$ cat src/rtc_power_pkg.sv
`default_nettype none
package rtc_power_pkg;
   // Register indices as printed; the byte address is four times the index.
   localparam logic [15:0] PMGT_INDEX = 16'h1930;
   localparam logic [15:0] WAKE_CTRL_INDEX = 16'h1934;
   localparam logic [15:0] STATUS_INDEX = 16'h1938;
   localparam logic [15:0] PMGT_ADDR = 16'(PMGT_INDEX * 4);
   localparam logic [15:0] WAKE_CTRL_ADDR = 16'(WAKE_CTRL_INDEX * 4);
   localparam logic [15:0] STATUS_ADDR = 16'(STATUS_INDEX * 4);

   // Power management register fields.
   localparam int PMGT_W = 5;
   localparam int CLKOUT_EN_BIT = 0;
   localparam int REG_PD_BIT = 1;
   localparam int BANDGAP_PD_BIT = 2;
   localparam int DIR_BIT = 3;
   localparam int OUT_LEVEL_BIT = 4;
   localparam logic [PMGT_W-1:0] PMGT_RESET = 5'h10;

   // Wake control register fields.
   localparam int WCTRL_W = 5;
   localparam int RATE_LSB = 0;
   localparam int RATE_W = 3;
   localparam int ALARM_WAKE_BIT = 3;
   localparam int PIN_SIGNAL_BIT = 4;
   localparam logic [WCTRL_W-1:0] WCTRL_RESET = 5'h00;

   // Status register width.
   localparam int STATUS_W = 7;

   // Timing: clock period and least wake pulse width.
   localparam int CLK_PERIOD_PS = 5000;
   localparam int WAKE_MIN_PS = 30500000;
   localparam int WAKE_MIN_CYCLES =
      (WAKE_MIN_PS + CLK_PERIOD_PS - 1) / CLK_PERIOD_PS;
   localparam int WAKE_CNT_W = 13;
   // Number of RTC clock edges between a write and its visibility.
   localparam logic [1:0] SYNC_TICKS = 2'h2;

   typedef enum logic [1:0] {PWR_RAMP, PWR_ON, PWR_DOWN} pwr_state_t;
endpackage
`default_nettype wire

$ cat src/rtc_power_wakeup_control.sv
// Summary of operation
// - CPU register writes are synchronised into the RTC clock domain.
// - A written value becomes visible two RTC clock cycles after the write.
// - With the RTC oscillator disabled every register write is ignored.
// - The RTC power-on reset is the only reset input of these flops.
// - Registers survive core power loss; the control register is cleared then.
// - Alarm, periodic event or high wake input raise the wake request.
// - Alarm or periodic event can be signalled low on the wake pin.
// - A power-down bit shuts the regulator and holds power-good low.
// - Supply at threshold raises power-good, releases system reset, drops isolation.
// - Output level bit: zero drives the pin low, one releases it.
// - Direction bit: zero is active-high input, one is open-drain output.
// - Bit 2 powers down regulators, analog reset and bandgap until wake.
// - Bit 1 powers down regulators and analog reset, bandgap stays on.
// - Bit 0 gates the RTC clock output.
// - Bits 15 to 5 read as zero and ignore writes.
// - Periodic rate selects millisecond, second, minute, hour or day.
`default_nettype none
module rtc_power_wakeup_control
   import rtc_power_pkg::*;
#(
   parameter int WAKE_MIN = WAKE_MIN_CYCLES
) (
   input wire logic pclk,
   input wire logic presetn,
   input wire logic psel,
   input wire logic penable,
   input wire logic pwrite,
   input wire logic [15:0] paddr,
   input wire logic [31:0] pwdata,
   output logic [31:0] prdata,
   output logic pready,
   output logic pslverr,
   input wire logic rtc_clk,
   input wire logic osc_enable,
   input wire logic alarm_event,
   input wire logic [4:0] periodic_ticks,
   input wire logic supply_ok,
   input wire logic wake_pin_in,
   output logic wake_pin_out,
   output logic wake_pin_oe,
   output logic wake_request,
   output logic regulator_enable,
   output logic bandgap_enable,
   output logic analog_por_enable,
   output logic power_good,
   output logic rtc_isolate,
   output logic system_reset,
   output logic clock_out
);

   // Three-flop filter: a change counts once the last two stages agree.
   function automatic logic filt(input logic s2, input logic s3,
                                 input logic old);
      filt = (s2 == s3) ? s3 : old;
   endfunction

   logic [2:0] clk_sync;
   logic [2:0] pin_sync;
   logic clk_level;
   logic pin_level;
   logic [PMGT_W-1:0] pmgt;
   logic [WCTRL_W-1:0] wctrl;
   logic pend_valid;
   logic pend_is_pmgt;
   logic [WCTRL_W-1:0] pend_data;
   logic [1:0] pend_ticks;
   logic pin_event;
   logic [WAKE_CNT_W-1:0] wake_cnt;
   pwr_state_t state;
   pwr_state_t next_state;

   // Bus decode.
   wire sel_pmgt = (paddr == PMGT_ADDR);
   wire sel_wctrl = (paddr == WAKE_CTRL_ADDR);
   wire sel_status = (paddr == STATUS_ADDR);
   wire mapped = sel_pmgt | sel_wctrl | sel_status;
   wire setup_rd = psel & ~penable & ~pwrite;
   wire access = psel & penable & pready;
   wire wr_take = access & pwrite & (sel_pmgt | sel_wctrl);
   wire wr_accept = wr_take & osc_enable;

   // A write waits while an earlier one is still crossing, so none is lost.
   assign pready = ~(psel & pwrite & pend_valid);
   assign pslverr = psel & penable & ~mapped;

   // RTC clock edge seen in this domain.
   wire clk_next = filt(clk_sync[1], clk_sync[2], clk_level);
   wire rtc_tick = clk_next & ~clk_level;
   wire apply = pend_valid & rtc_tick & (pend_ticks == SYNC_TICKS - 2'h1);

   // Wake pin as input is active high only with direction set to input.
   // input direction
   wire pin_in_active = ~pmgt[DIR_BIT] & pin_level;
   wire [4:0] rate_onehot = 5'(1) << (wctrl[RATE_LSB +: RATE_W] - 3'h1);
   wire periodic = (wctrl[RATE_LSB +: RATE_W] != 3'h0) &&
                   (wctrl[RATE_LSB +: RATE_W] <= 3'h5) &&
                   ((periodic_ticks & rate_onehot) != 5'h00);
   wire alarm = alarm_event & wctrl[ALARM_WAKE_BIT];
   wire pd_request = pmgt[REG_PD_BIT] | pmgt[BANDGAP_PD_BIT];
   wire wake_qualified = (wake_cnt >= WAKE_CNT_W'(WAKE_MIN - 1)) &
                         pin_in_active;
   wire wake_up = wake_qualified | alarm_event;

   assign wake_request = pin_in_active | alarm | periodic;

   // Open-drain wake pin never drives high; the enable alone carries data.
   // level bit drives
   assign wake_pin_out = 1'b0;
   assign wake_pin_oe = pmgt[DIR_BIT] &
                        (~pmgt[OUT_LEVEL_BIT] |
                         (wctrl[PIN_SIGNAL_BIT] & pin_event));

   // Power sequencing outputs follow the state.
   // bandgap off
   assign bandgap_enable = ~((state == PWR_DOWN) & pmgt[BANDGAP_PD_BIT]);
   assign regulator_enable = (state != PWR_DOWN);
   assign analog_por_enable = (state != PWR_DOWN);

   // Synchroniser chains; only the second stage reads the first.
   always_ff @(posedge pclk or negedge presetn) begin
      if (!presetn) begin
         clk_sync <= 3'h0;
         pin_sync <= 3'h0;
         clk_level <= 1'b0;
         pin_level <= 1'b0;
      end else begin
         clk_sync <= {clk_sync[1:0], rtc_clk};
         pin_sync <= {pin_sync[1:0], wake_pin_in};
         clk_level <= clk_next;
         pin_level <= filt(pin_sync[1], pin_sync[2], pin_level);
      end
   end

   // Pending write: counts RTC edges until it may land.
   // two-edge latency
   always_ff @(posedge pclk or negedge presetn) begin
      if (!presetn) begin
         pend_valid <= 1'b0;
         pend_is_pmgt <= 1'b0;
         pend_data <= 5'h00;
         pend_ticks <= 2'h0;
      end else if (wr_accept) begin
         pend_valid <= 1'b1;
         pend_is_pmgt <= sel_pmgt;
         pend_data <= pwdata[WCTRL_W-1:0];
         pend_ticks <= 2'h0;
      end else if (apply) begin
         pend_valid <= 1'b0;
      end else if (pend_valid & rtc_tick) begin
         pend_ticks <= pend_ticks + 2'h1;
      end
   end

   // Power management register; the sequencer clears the power-down bits
   // on wake so that the device does not drop straight back down.
   // POR only
   always_ff @(posedge pclk or negedge presetn) begin
      if (!presetn) begin
         pmgt <= PMGT_RESET;
      end else if (state == PWR_DOWN && next_state != PWR_DOWN) begin
         pmgt[REG_PD_BIT] <= 1'b0;
         pmgt[BANDGAP_PD_BIT] <= 1'b0;
      end else if (apply & pend_is_pmgt) begin
         pmgt <= pend_data[PMGT_W-1:0];
      end
   end

   // Wake control register is lost with core power, unlike the rest.
   // cleared on power loss
   always_ff @(posedge pclk or negedge presetn) begin
      if (!presetn) begin
         wctrl <= WCTRL_RESET;
      end else if (!power_good) begin
         wctrl <= WCTRL_RESET;
      end else if (apply & ~pend_is_pmgt) begin
         wctrl <= pend_data;
      end
   end

   // Pin event flag: a new event wins over the clear by a control write.
   always_ff @(posedge pclk or negedge presetn) begin
      if (!presetn) begin
         pin_event <= 1'b0;
      end else if (alarm | periodic) begin
         pin_event <= 1'b1;
      end else if (apply & ~pend_is_pmgt) begin
         pin_event <= 1'b0;
      end
   end

   // Wake pulse width counter, saturating.
   always_ff @(posedge pclk or negedge presetn) begin
      if (!presetn) begin
         wake_cnt <= '0;
      end else if (!pin_in_active) begin
         wake_cnt <= '0;
      end else if (!wake_qualified) begin
         wake_cnt <= wake_cnt + WAKE_CNT_W'(1);
      end
   end

   // Power state: down on request, ramp on wake, on at supply threshold.
   always_comb begin
      next_state = state;
      case (state)
         PWR_RAMP: if (supply_ok) next_state = PWR_ON;
         PWR_ON: if (pd_request) next_state = PWR_DOWN;
         PWR_DOWN: if (wake_up) next_state = PWR_RAMP;
         default: next_state = PWR_RAMP;
      endcase
   end

   // Power-good, isolation and system reset are registered from the next state.
   always_ff @(posedge pclk or negedge presetn) begin
      if (!presetn) begin
         state <= PWR_RAMP;
         power_good <= 1'b0;
         rtc_isolate <= 1'b1;
         system_reset <= 1'b1;
      end else begin
         state <= next_state;
         power_good <= (next_state == PWR_ON);
         rtc_isolate <= (next_state != PWR_ON);
         system_reset <= (next_state != PWR_ON);
      end
   end

   // Clock output gated by its enable bit, from a flop to avoid glitches.
   // clock gate
   always_ff @(posedge pclk or negedge presetn) begin
      if (!presetn) begin
         clock_out <= 1'b0;
      end else begin
         clock_out <= clk_level & pmgt[CLKOUT_EN_BIT];
      end
   end

   // Read data captured in the setup cycle; unused bits read as zero.
   wire [STATUS_W-1:0] status = {pin_event, pend_valid, osc_enable,
                                 pin_level, state == PWR_DOWN,
                                 rtc_isolate, power_good};
   wire [31:0] rd_mux = sel_pmgt ? {27'h0, pmgt} :
                        sel_wctrl ? {27'h0, wctrl} :
                        sel_status ? {25'h0, status} : 32'h0;
   always_ff @(posedge pclk or negedge presetn) begin
      if (!presetn) begin
         prdata <= 32'h0;
      end else if (setup_rd) begin
         prdata <= rd_mux;
      end
   end

   // a write with the oscillator stopped leaves nothing pending.
   property p_osc_off_ignored;
      @(posedge pclk) disable iff (!presetn)
      (wr_take & ~osc_enable & ~pend_valid) |=> ~pend_valid;
   endproperty
   a_osc_off_ignored: assert property (p_osc_off_ignored)
      else $error("write accepted with oscillator off");

   // the register holds its old value until the write lands.
   property p_no_early_update;
      @(posedge pclk) disable iff (!presetn)
      (pend_valid & pend_is_pmgt & ~apply & state != PWR_DOWN)
         |=> pmgt == $past(pmgt);
   endproperty
   a_no_early_update: assert property (p_no_early_update)
      else $error("register changed before sync latency");

   property p_lands;
      @(posedge pclk) disable iff (!presetn)
      (apply & pend_is_pmgt & state == PWR_ON)
         |=> pmgt == $past(pend_data[PMGT_W-1:0]);
   endproperty
   a_lands: assert property (p_lands)
      else $error("synchronised write did not land");

   property p_reserved_zero;
      @(posedge pclk) disable iff (!presetn)
      (setup_rd & sel_pmgt) |=> prdata[31:PMGT_W] == 27'h0;
   endproperty
   a_reserved_zero: assert property (p_reserved_zero)
      else $error("reserved bits read non-zero");

   property p_power_down;
      @(posedge pclk) disable iff (!presetn)
      (state == PWR_ON & pd_request) |=> ~power_good ##0 rtc_isolate
         ##0 ~regulator_enable;
   endproperty
   a_power_down: assert property (p_power_down)
      else $error("power-down did not isolate");

   property p_power_up;
      @(posedge pclk) disable iff (!presetn)
      (state == PWR_RAMP & supply_ok) |=> power_good & ~rtc_isolate
         & ~system_reset;
   endproperty
   a_power_up: assert property (p_power_up)
      else $error("power-good not raised at threshold");

   property p_bandgap;
      @(posedge pclk) disable iff (!presetn)
      (state == PWR_DOWN) |-> (bandgap_enable == ~pmgt[BANDGAP_PD_BIT]);
   endproperty
   a_bandgap: assert property (p_bandgap)
      else $error("bandgap state wrong in power-down");

   property p_pin_dir;
      @(posedge pclk) disable iff (!presetn)
      wake_pin_oe |-> pmgt[DIR_BIT] & ~wake_pin_out;
   endproperty
   a_pin_dir: assert property (p_pin_dir)
      else $error("wake pin driven while input");

   property p_clock_gate;
      @(posedge pclk) disable iff (!presetn)
      clock_out |-> $past(pmgt[CLKOUT_EN_BIT]);
   endproperty
   a_clock_gate: assert property (p_clock_gate)
      else $error("clock output while disabled");

endmodule // rtc_power_wakeup_control
`default_nettype wire

$ cat config.mk
export PLATFORM = sky130hd
export DESIGN_NAME = rtc_power_wakeup_control
export DESIGN_NICKNAME = d
export VERILOG_FILES = /design/src/rtc_power_pkg.sv /design/src/rtc_power_wakeup_control.sv
export SDC_FILE = /design/constraint.sdc
export NUM_CORES = 1
export LEC_CHECK = 0
export ABC_AREA = 1
export BUFFER_PORTS_ARGS = -buffer_cell sky130_fd_sc_hd__buf_2
export CAP_MARGIN = 25
export CORE_AREA = 2 2 83 85
export CTS_BUF_LIST = sky130_fd_sc_hd__clkbuf_8
export DETAILED_ROUTE_END_ITERATION = 10
export DIE_AREA = 0 0 85 87
export PLACE_DENSITY = 0.77
export SLEW_MARGIN = 20
export SYNTH_ARGS = -nofsm -noshare
export SYNTH_HDL_FRONTEND = slang
export SYNTH_SLANG_ARGS = --single-unit
$ cat constraint.sdc
create_clock -name pclk -period 2 [get_ports pclk]
set_clock_uncertainty 0.1 [all_clocks]
set_input_delay 0.2 -clock pclk [delete_from_list [all_inputs] [get_ports pclk]]
set_output_delay 0.2 -clock pclk [all_outputs]
set_load 0.1 [all_outputs]
==> flow_summary.yaml, run 1 <==
synthesis:
  synth_adder_area_share_pct: 2.01
  syn_avg_cell_area_sq_um: 8.00
  synthXorXnorAreaFrac_pct: 0.917
  synthMuxAreaShare_pct: 0
  synthFlopType: "dfrtp_1"
  netlist_area_sq_mm: 0.00287
  synth_top_area_cell: "dfrtp_1"
  synth_top_family_by_area: "simple AND/OR/NAND/NOR gates"
  yosys_warnings: 0
  yosysSeqAreaShare_pct: 46.4
  synth.distinct_cells: 32
  synth-simple-area-share_pct: 28.6
  synth_commonest_cells: "nand2_1 (75), dfrtp_1 (51), inv_1 (45)"
  synthArstFlopShare_pct: 100
  synth_area_leaders: "dfrtp_1 (45%), nand2_1 (9.8%), buf_4 (7.3%)"
  syn_inst: 358
  yosysMostFrequentCell: "nand2_1"
  synth_compound_area_share_pct: 8.52
  synth-edff-count: 0
  netlist.area_leader.share_pct: 44.5
  synth_seq_cells: 53
route:
  dr.pass1.iters: 4
  ant_nets: 0
  totalWireLength_mm: 5.98
  drc: 0
  routedWlPerCell_um: 11.7
  vias: 2479
  first_iter_violations: 88
  viasPerCell: 4.84
global_route:
  grt_use_total_pct: 16.8
  grt_pass1_vias: 2319
  antenna_found_initial: 0
  overflow: 0
  grt_first_pass_wirelength_mm: 10.1
  grt_start_max_net_pins: 54
floorplan:
  start_util_pct: 43.6
  die_area_sq_mm: 0.00740
  die_h_um: 87
  fp.dieW_um: 85
  design.core.area_sq_mm: 0.00657
  io_pins: 107
  rows: 30
worst_setup_path:
  crit_type: "reg2out"
  slowest_delay_ps: 430
  path_max_fanout: 4
  crit_chain: "nor2_2 -> ha_1 -> a21oi_1 -> a21oi_1 -> nand2_1 -> nand2_2 -> nand3_4 -> buf_12"
  cp-end-kind: "output port"
  crit_top_cell: "a21oi_1"
  critical_path.slowest_cell: "dfrtp_1"
  critPathRequiredTime_ps: 1700
  start_kind: "flop"
  critPathArrivalTime_ps: 1670
cells_and_area:
  antenna_cells: 0
  final_nets: 497
  final_cells: 512
  fin_util_pct: 52.2
  drive_above_1_share_pct: 21.1
  syn2layout_area_growth_pct: 19.7
power_and_ir_drop:
  power_density_mw_per_mm2: 758
  power.total_w: 0.00260
  peakVddDrop_v: 0.000322
  leakagePower_nw: 1.71
min_path:
  hold_path_class: "in2reg"
clocking:
  htree_levels: 2
  cts_buffers: 5
  clk_pin_slew_worst_paths_ps: 90
  clk_path_buf_depth: 2
  cts_tree: "yes"
  cts.sinks: 53
  cts-root-buf: "clkbuf_8"
  clock_latency_ps: 310
timing:
  finalCritPeriodShare_pct: 98.4
  tns_ps: 0
  hold_violations: 0
  rsz0062_at_grt: "yes"
  fmax_ghz: 0.508
  worst_pin_slew_ps: 657
  setup_viol: 0
  maxSlewViolCount: 0
  min_period_ps: 1970
  max_slew_margin_pct: 56.2
placement:
  dp_hpwl_mm: 4.61
  dpl.cell_count: 493
  gp_congestion: 0.866
  portBuffers: 53
outcome:
  status: "completed"
flow_run:
  max-cap-violations: 0
-- report_power, final --
part	internal [W]	switching (W)
Combinational	0.000151	0.000430
Sequential	0.00113	0.0000426
Clock	0.000497	0.000347
Total	0.00178	0.000819
-- cell families (layout without fill, tap and decap cells) --
kind of cell | after synthesis | after routing
compound gates | 44 | 44
xor+xnor | 3 | 3
fa+ha+maj | 5 | 5
buf+inv | 75 | 124
flops | 53 | 53
other cells | 1 | 26
simple gates | 177 | 177
-- path summary, 6_finish.rpt --
| check | from | endpoint | slack (ps) | cells after the start |
|---|---|---|---|---|
| setup / recovery | wctrl[0]$_DFFE_PN0P_ | wake_request | 30 | 8 |
| hold / removal | supply_ok | power_good$_DFF_PN0_ | 110 | 3 |
| setup reg to reg | wake_cnt[0]$_DFFE_PN0P_ | pmgt[3]$_DFFE_PN0P_ | 220 | 10 |
| hold reg to reg | clk_sync[0]$_DFF_PN0_ | clk_sync[1]$_DFF_PN0_ | 250 | 0 |
| max in group asynchronous | presetn | wake_cnt[8]$_DFFE_PN0P_ | 930 | 3 |
| min in group asynchronous | presetn | clock_out$_DFF_PN0_ | 440 | 3 |
-- metal layers --
layer	part of all wire, %	routed length [um]	vias to the layer above	track usage [%]
li1	-	-	1244	-
met1	42	2540	1166	20.0
met2	52	3080	59	30.5
met3	4.2	250	10	3.41
met4	1.8	110	0	5.48
met5	0	0	-	0
-- critical path, delay by kind of cell, from the launching register on --
kind                     cells  cell delay (ps)
flip-flops                   1              430
AND/OR/NAND/NOR              4              340
adder cells (fa/ha/maj)      1              250
buffers and inverters        1              170
AO/OA/AOI/OAI                2              170
-- layout by cell type (no fill, tap or decap), drive strengths merged, types with 3 or more instances in the layout --
| cell type | synthesis | layout |
|---|---|---|
| nand2 | 80 | 80 |
| buf | 28 | 62 |
| dfrtp | 51 | 51 |
| nor2 | 47 | 47 |
| inv | 45 | 45 |
| nand3 | 33 | 33 |
| o21ai | 26 | 26 |
| conb | 1 | 26 |
| nor3 | 9 | 9 |
| a21oi | 9 | 9 |
| dlygate4sd3 | 0 | 8 |
| nand4 | 6 | 6 |
| clkbuf | 1 | 5 |
| o31ai | 3 | 3 |
| xor2 | 3 | 3 |
| ha | 3 | 3 |
-- through the flow --
stage / instance area (sq um) / setup WS (ps) / hold slack (ps)
4_1_cts: 3410 / 14.0 / 76.6
6_report: 3430 / 33.0 / 108
3_5_place_dp: 3180 / 163 / 211
5_1_grt: 3430 / -85.9 / 125
3_3_place_gp: 3180 / 211 / 208
2_1_floorplan: 2970 / 49.4 / -196
-- registers in the layout (all words and copies together) (netlist names), 2 cells and up --
| signal | flops |
|---|---|
| wake_cnt | 13 |
| prdata | 7 |
| pend_data | 5 |
| pmgt | 5 |
| wctrl | 5 |
| clk_sync | 3 |
| pin_sync | 3 |
| pend_ticks | 2 |
| state | 2 |
-- repair_timing --
item	4_1_cts	5_1_grt
setup buffers	1	2
hold buffers	8	0
gates resized for setup	1	2
hold endpoints to repair	58	0
endpoints found under the setup margin	1	4
gates cloned	0	0
-- layout make-up --
class	count	area [sq um]
clock buffers	5	68.8
clock inverters	3	65.1
flip-flops and latches	53	1330
fillers	627	3140
well taps	80	100
inverters	46	173
repair buffers	70	428
multi-input cells	255	1270
No activity file was read; power rests on OpenSTA's default activity.
==> run 2: changes to the inputs <==
- RECOVER_POWER: default -> 50
==> flow_summary.yaml, run 2 (synthesized netlist as in run 1, its figures left out) <==
power_and_ir_drop:
  p_int_w: 0.00178
  power.total_w: 0.00260
  peakVddDrop_v: 0.000322
  p_sw_w: 0.000819
  seqPwrFrac_pct: 45.3
  power_density_mw_per_mm2: 759
  combinationalPowerShare_pct: 22.3
  leakagePower_nw: 1.70
  clockPowerShare_pct: 32.4
  swShare_pct: 31.5
floorplan:
  design.core.area_sq_mm: 0.00657
  die_h_um: 87
  rows: 30
  start_util_pct: 43.6
  io_pins: 107
  die_area_sq_mm: 0.00740
  fp.dieW_um: 85
worst_setup_path:
  worstReg2RegEnd: "pmgt[3]$_DFFE_PN0P_"
  r2r_start: "wake_cnt[0]$_DFFE_PN0P_"
  crit_path_end: "wake_request"
  r2r_cells: 10
  critPathArrivalTime_ps: 1670
  r2r_slack_ps: 220
  start_kind: "flop"
  path_max_fanout: 4
  critPathRequiredTime_ps: 1700
  startpoint: "wctrl[0]$_DFFE_PN0P_"
  cp-end-kind: "output port"
  crit_type: "reg2out"
cells_and_area:
  drive_above_1_share_pct: 20.8
  largest_register: "wake_cnt"
  syn2layout_area_growth_pct: 19.5
  layout_common_cells: "nand2_1 (74), buf_2 (52), dfrtp_1 (51)"
  reg_top3: "wake_cnt x13, prdata x7"
  final_common_cell: "nand2_1"
  antenna_cells: 0
  largest_reg_flops: 13
  final_nets: 497
placement:
  gp_congestion: 0.866
  portBuffers: 53
  dp_hpwl_mm: 4.61
route:
  first_iter_violations: 84
  drc: 0
  ant_nets: 0
  vias: 2480
  routedWlPerCell_um: 11.7
  viasPerCell: 4.84
  totalWireLength_mm: 5.97
  dr.pass1.iters: 4
global_route:
  grt_use_total_pct: 16.8
  grt_pass1_vias: 2319
  grt_first_pass_wirelength_mm: 10.1
  overflow: 0
  antenna_found_initial: 0
  grt_start_max_net_pins: 54
timing:
  min_period_ps: 1970
  maxSlewViolCount: 0
  holdWs_ps: 108
  finalCritPeriodShare_pct: 98.4
  fmax_ghz: 0.508
  max_slew_margin_pct: 15.0
  worst_pin_slew_ps: 1270
  setup_viol: 0
  rsz0062_at_grt: "yes"
  hold_violations: 0
clocking:
  cts-root-buf: "clkbuf_8"
  htree_levels: 2
  cts.sinks: 53
  cts_tree: "yes"
  clk_pin_slew_worst_paths_ps: 90
  clock_latency_ps: 310
  cts_buffers: 5
  clk_path_buf_depth: 2
flow_run:
  max-cap-violations: 0
outcome:
  status: "completed"
min_path:
  hold_path_class: "in2reg"
-- run 2: power by group through the flow --
stage / logic [W] / clock network, W / registers (W)
2_1_floorplan: 0.000461 / 0 / 0.00119
3_3_place_gp: 0.000524 / 0 / 0.00120
3_5_place_dp: 0.000535 / 0 / 0.00120
4_1_cts: 0.000548 / 0.000861 / 0.00118
5_1_grt: 0.000624 / 0.000898 / 0.00119
6_report: 0.000580 / 0.000844 / 0.00118
-- run 2: worst min-delay path by stage --
stage	from	endpoint	slack (ps)	cells past startpoint
after floorplan	presetn	clk_level$_DFF_PN0_	-200	0
after global placement	rtc_clk	clk_sync[0]$_DFF_PN0_	210	1
after detailed placement	rtc_clk	clk_sync[0]$_DFF_PN0_	210	1
after CTS	alarm_event	pin_event$_DFFE_PN0P_	80	3
after global routing	paddr[4]	pend_is_pmgt$_DFFE_PN0P_	120	4
final	supply_ok	power_good$_DFF_PN0_	110	3
-- run 2: critical path: stages (launching register included) --
cell     delay (ps)
dfrtp_1         430
nor2_2          110
ha_1            250
a21oi_1         120
a21oi_1          50
nand2_1          70
nand2_2          80
nand3_4          80
buf_12          170
-- run 2: area by class of cell --
cell class | count | area [sq um]
well taps | 80 | 100
flip-flops and latches | 53 | 1330
inverters | 46 | 173
fillers | 630 | 3140
repair buffers | 70 | 422
multi-input cells | 255 | 1270
clock buffers | 5 | 68.8
clock inverters | 3 | 65.1
-- run 2: what timing repair did --
item / in CTS / in global routing
buffers inserted: 1 / 2
gates resized for setup: 1 / 2
hold buffers: 8 / 0
endpoints found under the hold margin: 58 / 0
setup endpoints to repair: 1 / 4
cloned: 0 / 0
-- run 2: stage by stage --
| stage | instances | util [%] | setup slack (ps) | instance area [sq um] | setup TNS, ps |
|---|---|---|---|---|---|
| 3_5_place_dp | 493 | 48.4 | 163 | 3180 | 0 |
| 5_1_grt | 512 | 52.1 | -85.9 | 3420 | -85.9 |
| 2_1_floorplan | 383 | - | 49.4 | 2970 | 0 |
| 6_report | 512 | 52.1 | 33.0 | 3420 | 0 |
| 4_1_cts | 510 | 51.8 | 14.0 | 3410 | 0 |
| 3_3_place_gp | 493 | 48.4 | 211 | 3180 | 0 |
-- run 2: per-layer routing --
layer / track usage, % / routed length [um] / vias up
met1: 20.0 / 2530 / 1170
met3: 3.41 / 250 / 10
met2: 30.5 / 3080 / 57
met5: 0 / 0 / -
met4: 5.48 / 110 / 0
li1: - / - / 1243
==> run 3: changes to the inputs <==
- PLACE_DENSITY: 0.77 -> 0.73
==> flow_summary.yaml, run 3 (synthesized netlist as in run 1, its figures left out) <==
clocking:
  cts_tree: "yes"
  clk_pin_slew_worst_paths_ps: 100
  htree_levels: 2
  cts.sinks: 53
  cts-root-buf: "clkbuf_8"
  cts_buffers: 5
  clock_latency_ps: 320
  clk_path_buf_depth: 2
power_and_ir_drop:
  power.total_w: 0.00248
  leakagePower_nw: 1.70
  power_density_mw_per_mm2: 723
  peakVddDrop_v: 0.000357
floorplan:
  design.core.area_sq_mm: 0.00657
  fp.dieW_um: 85
  die_h_um: 87
  rows: 30
  start_util_pct: 43.6
  die_area_sq_mm: 0.00740
  io_pins: 107
cells_and_area:
  fin_util_pct: 52.2
  final_nets: 497
  final_common_cell: "nand2_1"
  largest_register: "wake_cnt"
  reg_top3: "wake_cnt x13, prdata x7"
  drive_above_1_share_pct: 22.0
  layout_common_cells: "nand2_1 (75), buf_2 (52), dfrtp_1 (51)"
  syn2layout_area_growth_pct: 19.7
  largest_reg_flops: 13
  antenna_cells: 0
  final_cells: 512
  fill_cells: 615
worst_setup_path:
  startpoint: "wctrl[0]$_DFFE_PN0P_"
  critPathBufInv: 2
  crit_chain: "buf_6 -> nor2_4 -> nor2_2 -> o21ai_2 -> a21oi_2 -> a21oi_1 -> nand2_1 -> nand2_1 -> nand3_2 -> buf_12"
  start_kind: "flop"
  crit_family: "flip-flops"
  cp-end-kind: "output port"
  critPathRequiredTime_ps: 1700
  critPathArrivalTime_ps: 1690
  critical_path.slowest_cell: "dfrtp_1"
  crit_top_cell: "nand2_1"
  r2r_slack_ps: 160
  crit_type: "reg2out"
  slowest_delay_ps: 430
  r2r_start: "wake_cnt[0]$_DFFE_PN0P_"
  path_max_fanout: 3
global_route:
  grt_use_total_pct: 16.7
  grt_pass1_vias: 2246
  grt_start_max_net_pins: 54
  overflow: 0
  antenna_found_initial: 0
  grt_first_pass_wirelength_mm: 9.85
route:
  routedWlPerCell_um: 11.8
  first_iter_violations: 113
  vias: 2440
  ant_nets: 0
  viasPerCell: 4.77
  drc: 0
  dr.pass1.iters: 4
  totalWireLength_mm: 6.07
timing:
  fmax_ghz: 0.502
  rsz0062_at_grt: "yes"
  finalCritPeriodShare_pct: 99.6
  hold_violations: 0
  max_slew_margin_pct: 13.5
  holdWs_ps: 93.3
  min_period_ps: 1990
  setup_viol: 0
  worst_pin_slew_ps: 1300
  maxSlewViolCount: 0
placement:
  portBuffers: 53
  dp_hpwl_mm: 4.57
  dpl.cell_count: 493
  gp_congestion: 0.873
min_path:
  hp-start: "alarm_event"
  hold_path_class: "in2reg"
outcome:
  status: "completed"
flow_run:
  max-cap-violations: 0
## run 3: worst reg2reg max path, stage by stage (launching register included)
cell and delay [ps]:
dfrtp_1 430, ha_1 240, inv_1 80, nor2_1 130, nand3_2 100, nand3_4 160
nand2_4 110, nand2_4 90, nand3_4 120, nand2_4 100, nand2_1 60, nand2_1 60
## run 3: final cells by class
class	count	area (sq um)	share of cell area (%)
multi-input cells	255	1280	37.3
repair buffers	70	429	12.5
well taps	80	100	2.92
flip-flops and latches	53	1330	38.7
clock buffers	6	82.6	2.41
inverters	46	173	5.03
clock inverters	2	37.5	1.09
## run 3: through the flow
stage               setup TNS [ps]  cell area, sq um  setup WS [ps]
global route                 -71.9              3430          -71.9
CTS                              0              3400           1.85
finish                           0              3430           7.20
global placement                 0              3180            215
floorplan                        0              2970           49.4
detailed placement               0              3180            197
## run 3: power by group
group	switching, W	total, W	leakage, nW	internal (W)
Combinational	0.000416	0.000542	0.959	0.000126
Clock	0.000353	0.000760	0.0574	0.000407
Sequential	0.0000450	0.00118	0.684	0.00113
Total	0.000815	0.00248	1.70	0.00167
## run 3: layer usage
layer  GRT usage [%]  wire length [um]  vias up
met3            4.08               225        9
met1            19.7              2650     1135
met4            4.91                93        0
li1                -                 -     1246
met2            30.0              3100       50
met5               0                 0        -
## run 3: worst paths after layout
path | end | cells past startpoint
setup / recovery | wake_request | 10
hold / removal | pin_event$_DFFE_PN0P_ | 3
setup reg to reg | pmgt[4]$_DFFE_PN1P_ | 11
hold reg to reg | clk_sync[1]$_DFF_PN0_ | 0
max in group asynchronous | wake_cnt[5]$_DFFE_PN0P_ | 3
min in group asynchronous | wake_cnt[11]$_DFFE_PN0P_ | 3
## run 3: repair_timing
item	CTS	global route
pin swaps	1	6
endpoints found under the hold margin	58	0
setup buffers	2	1
setup endpoints to repair	1	1
gates resized for setup	2	7
hold buffers	8	0
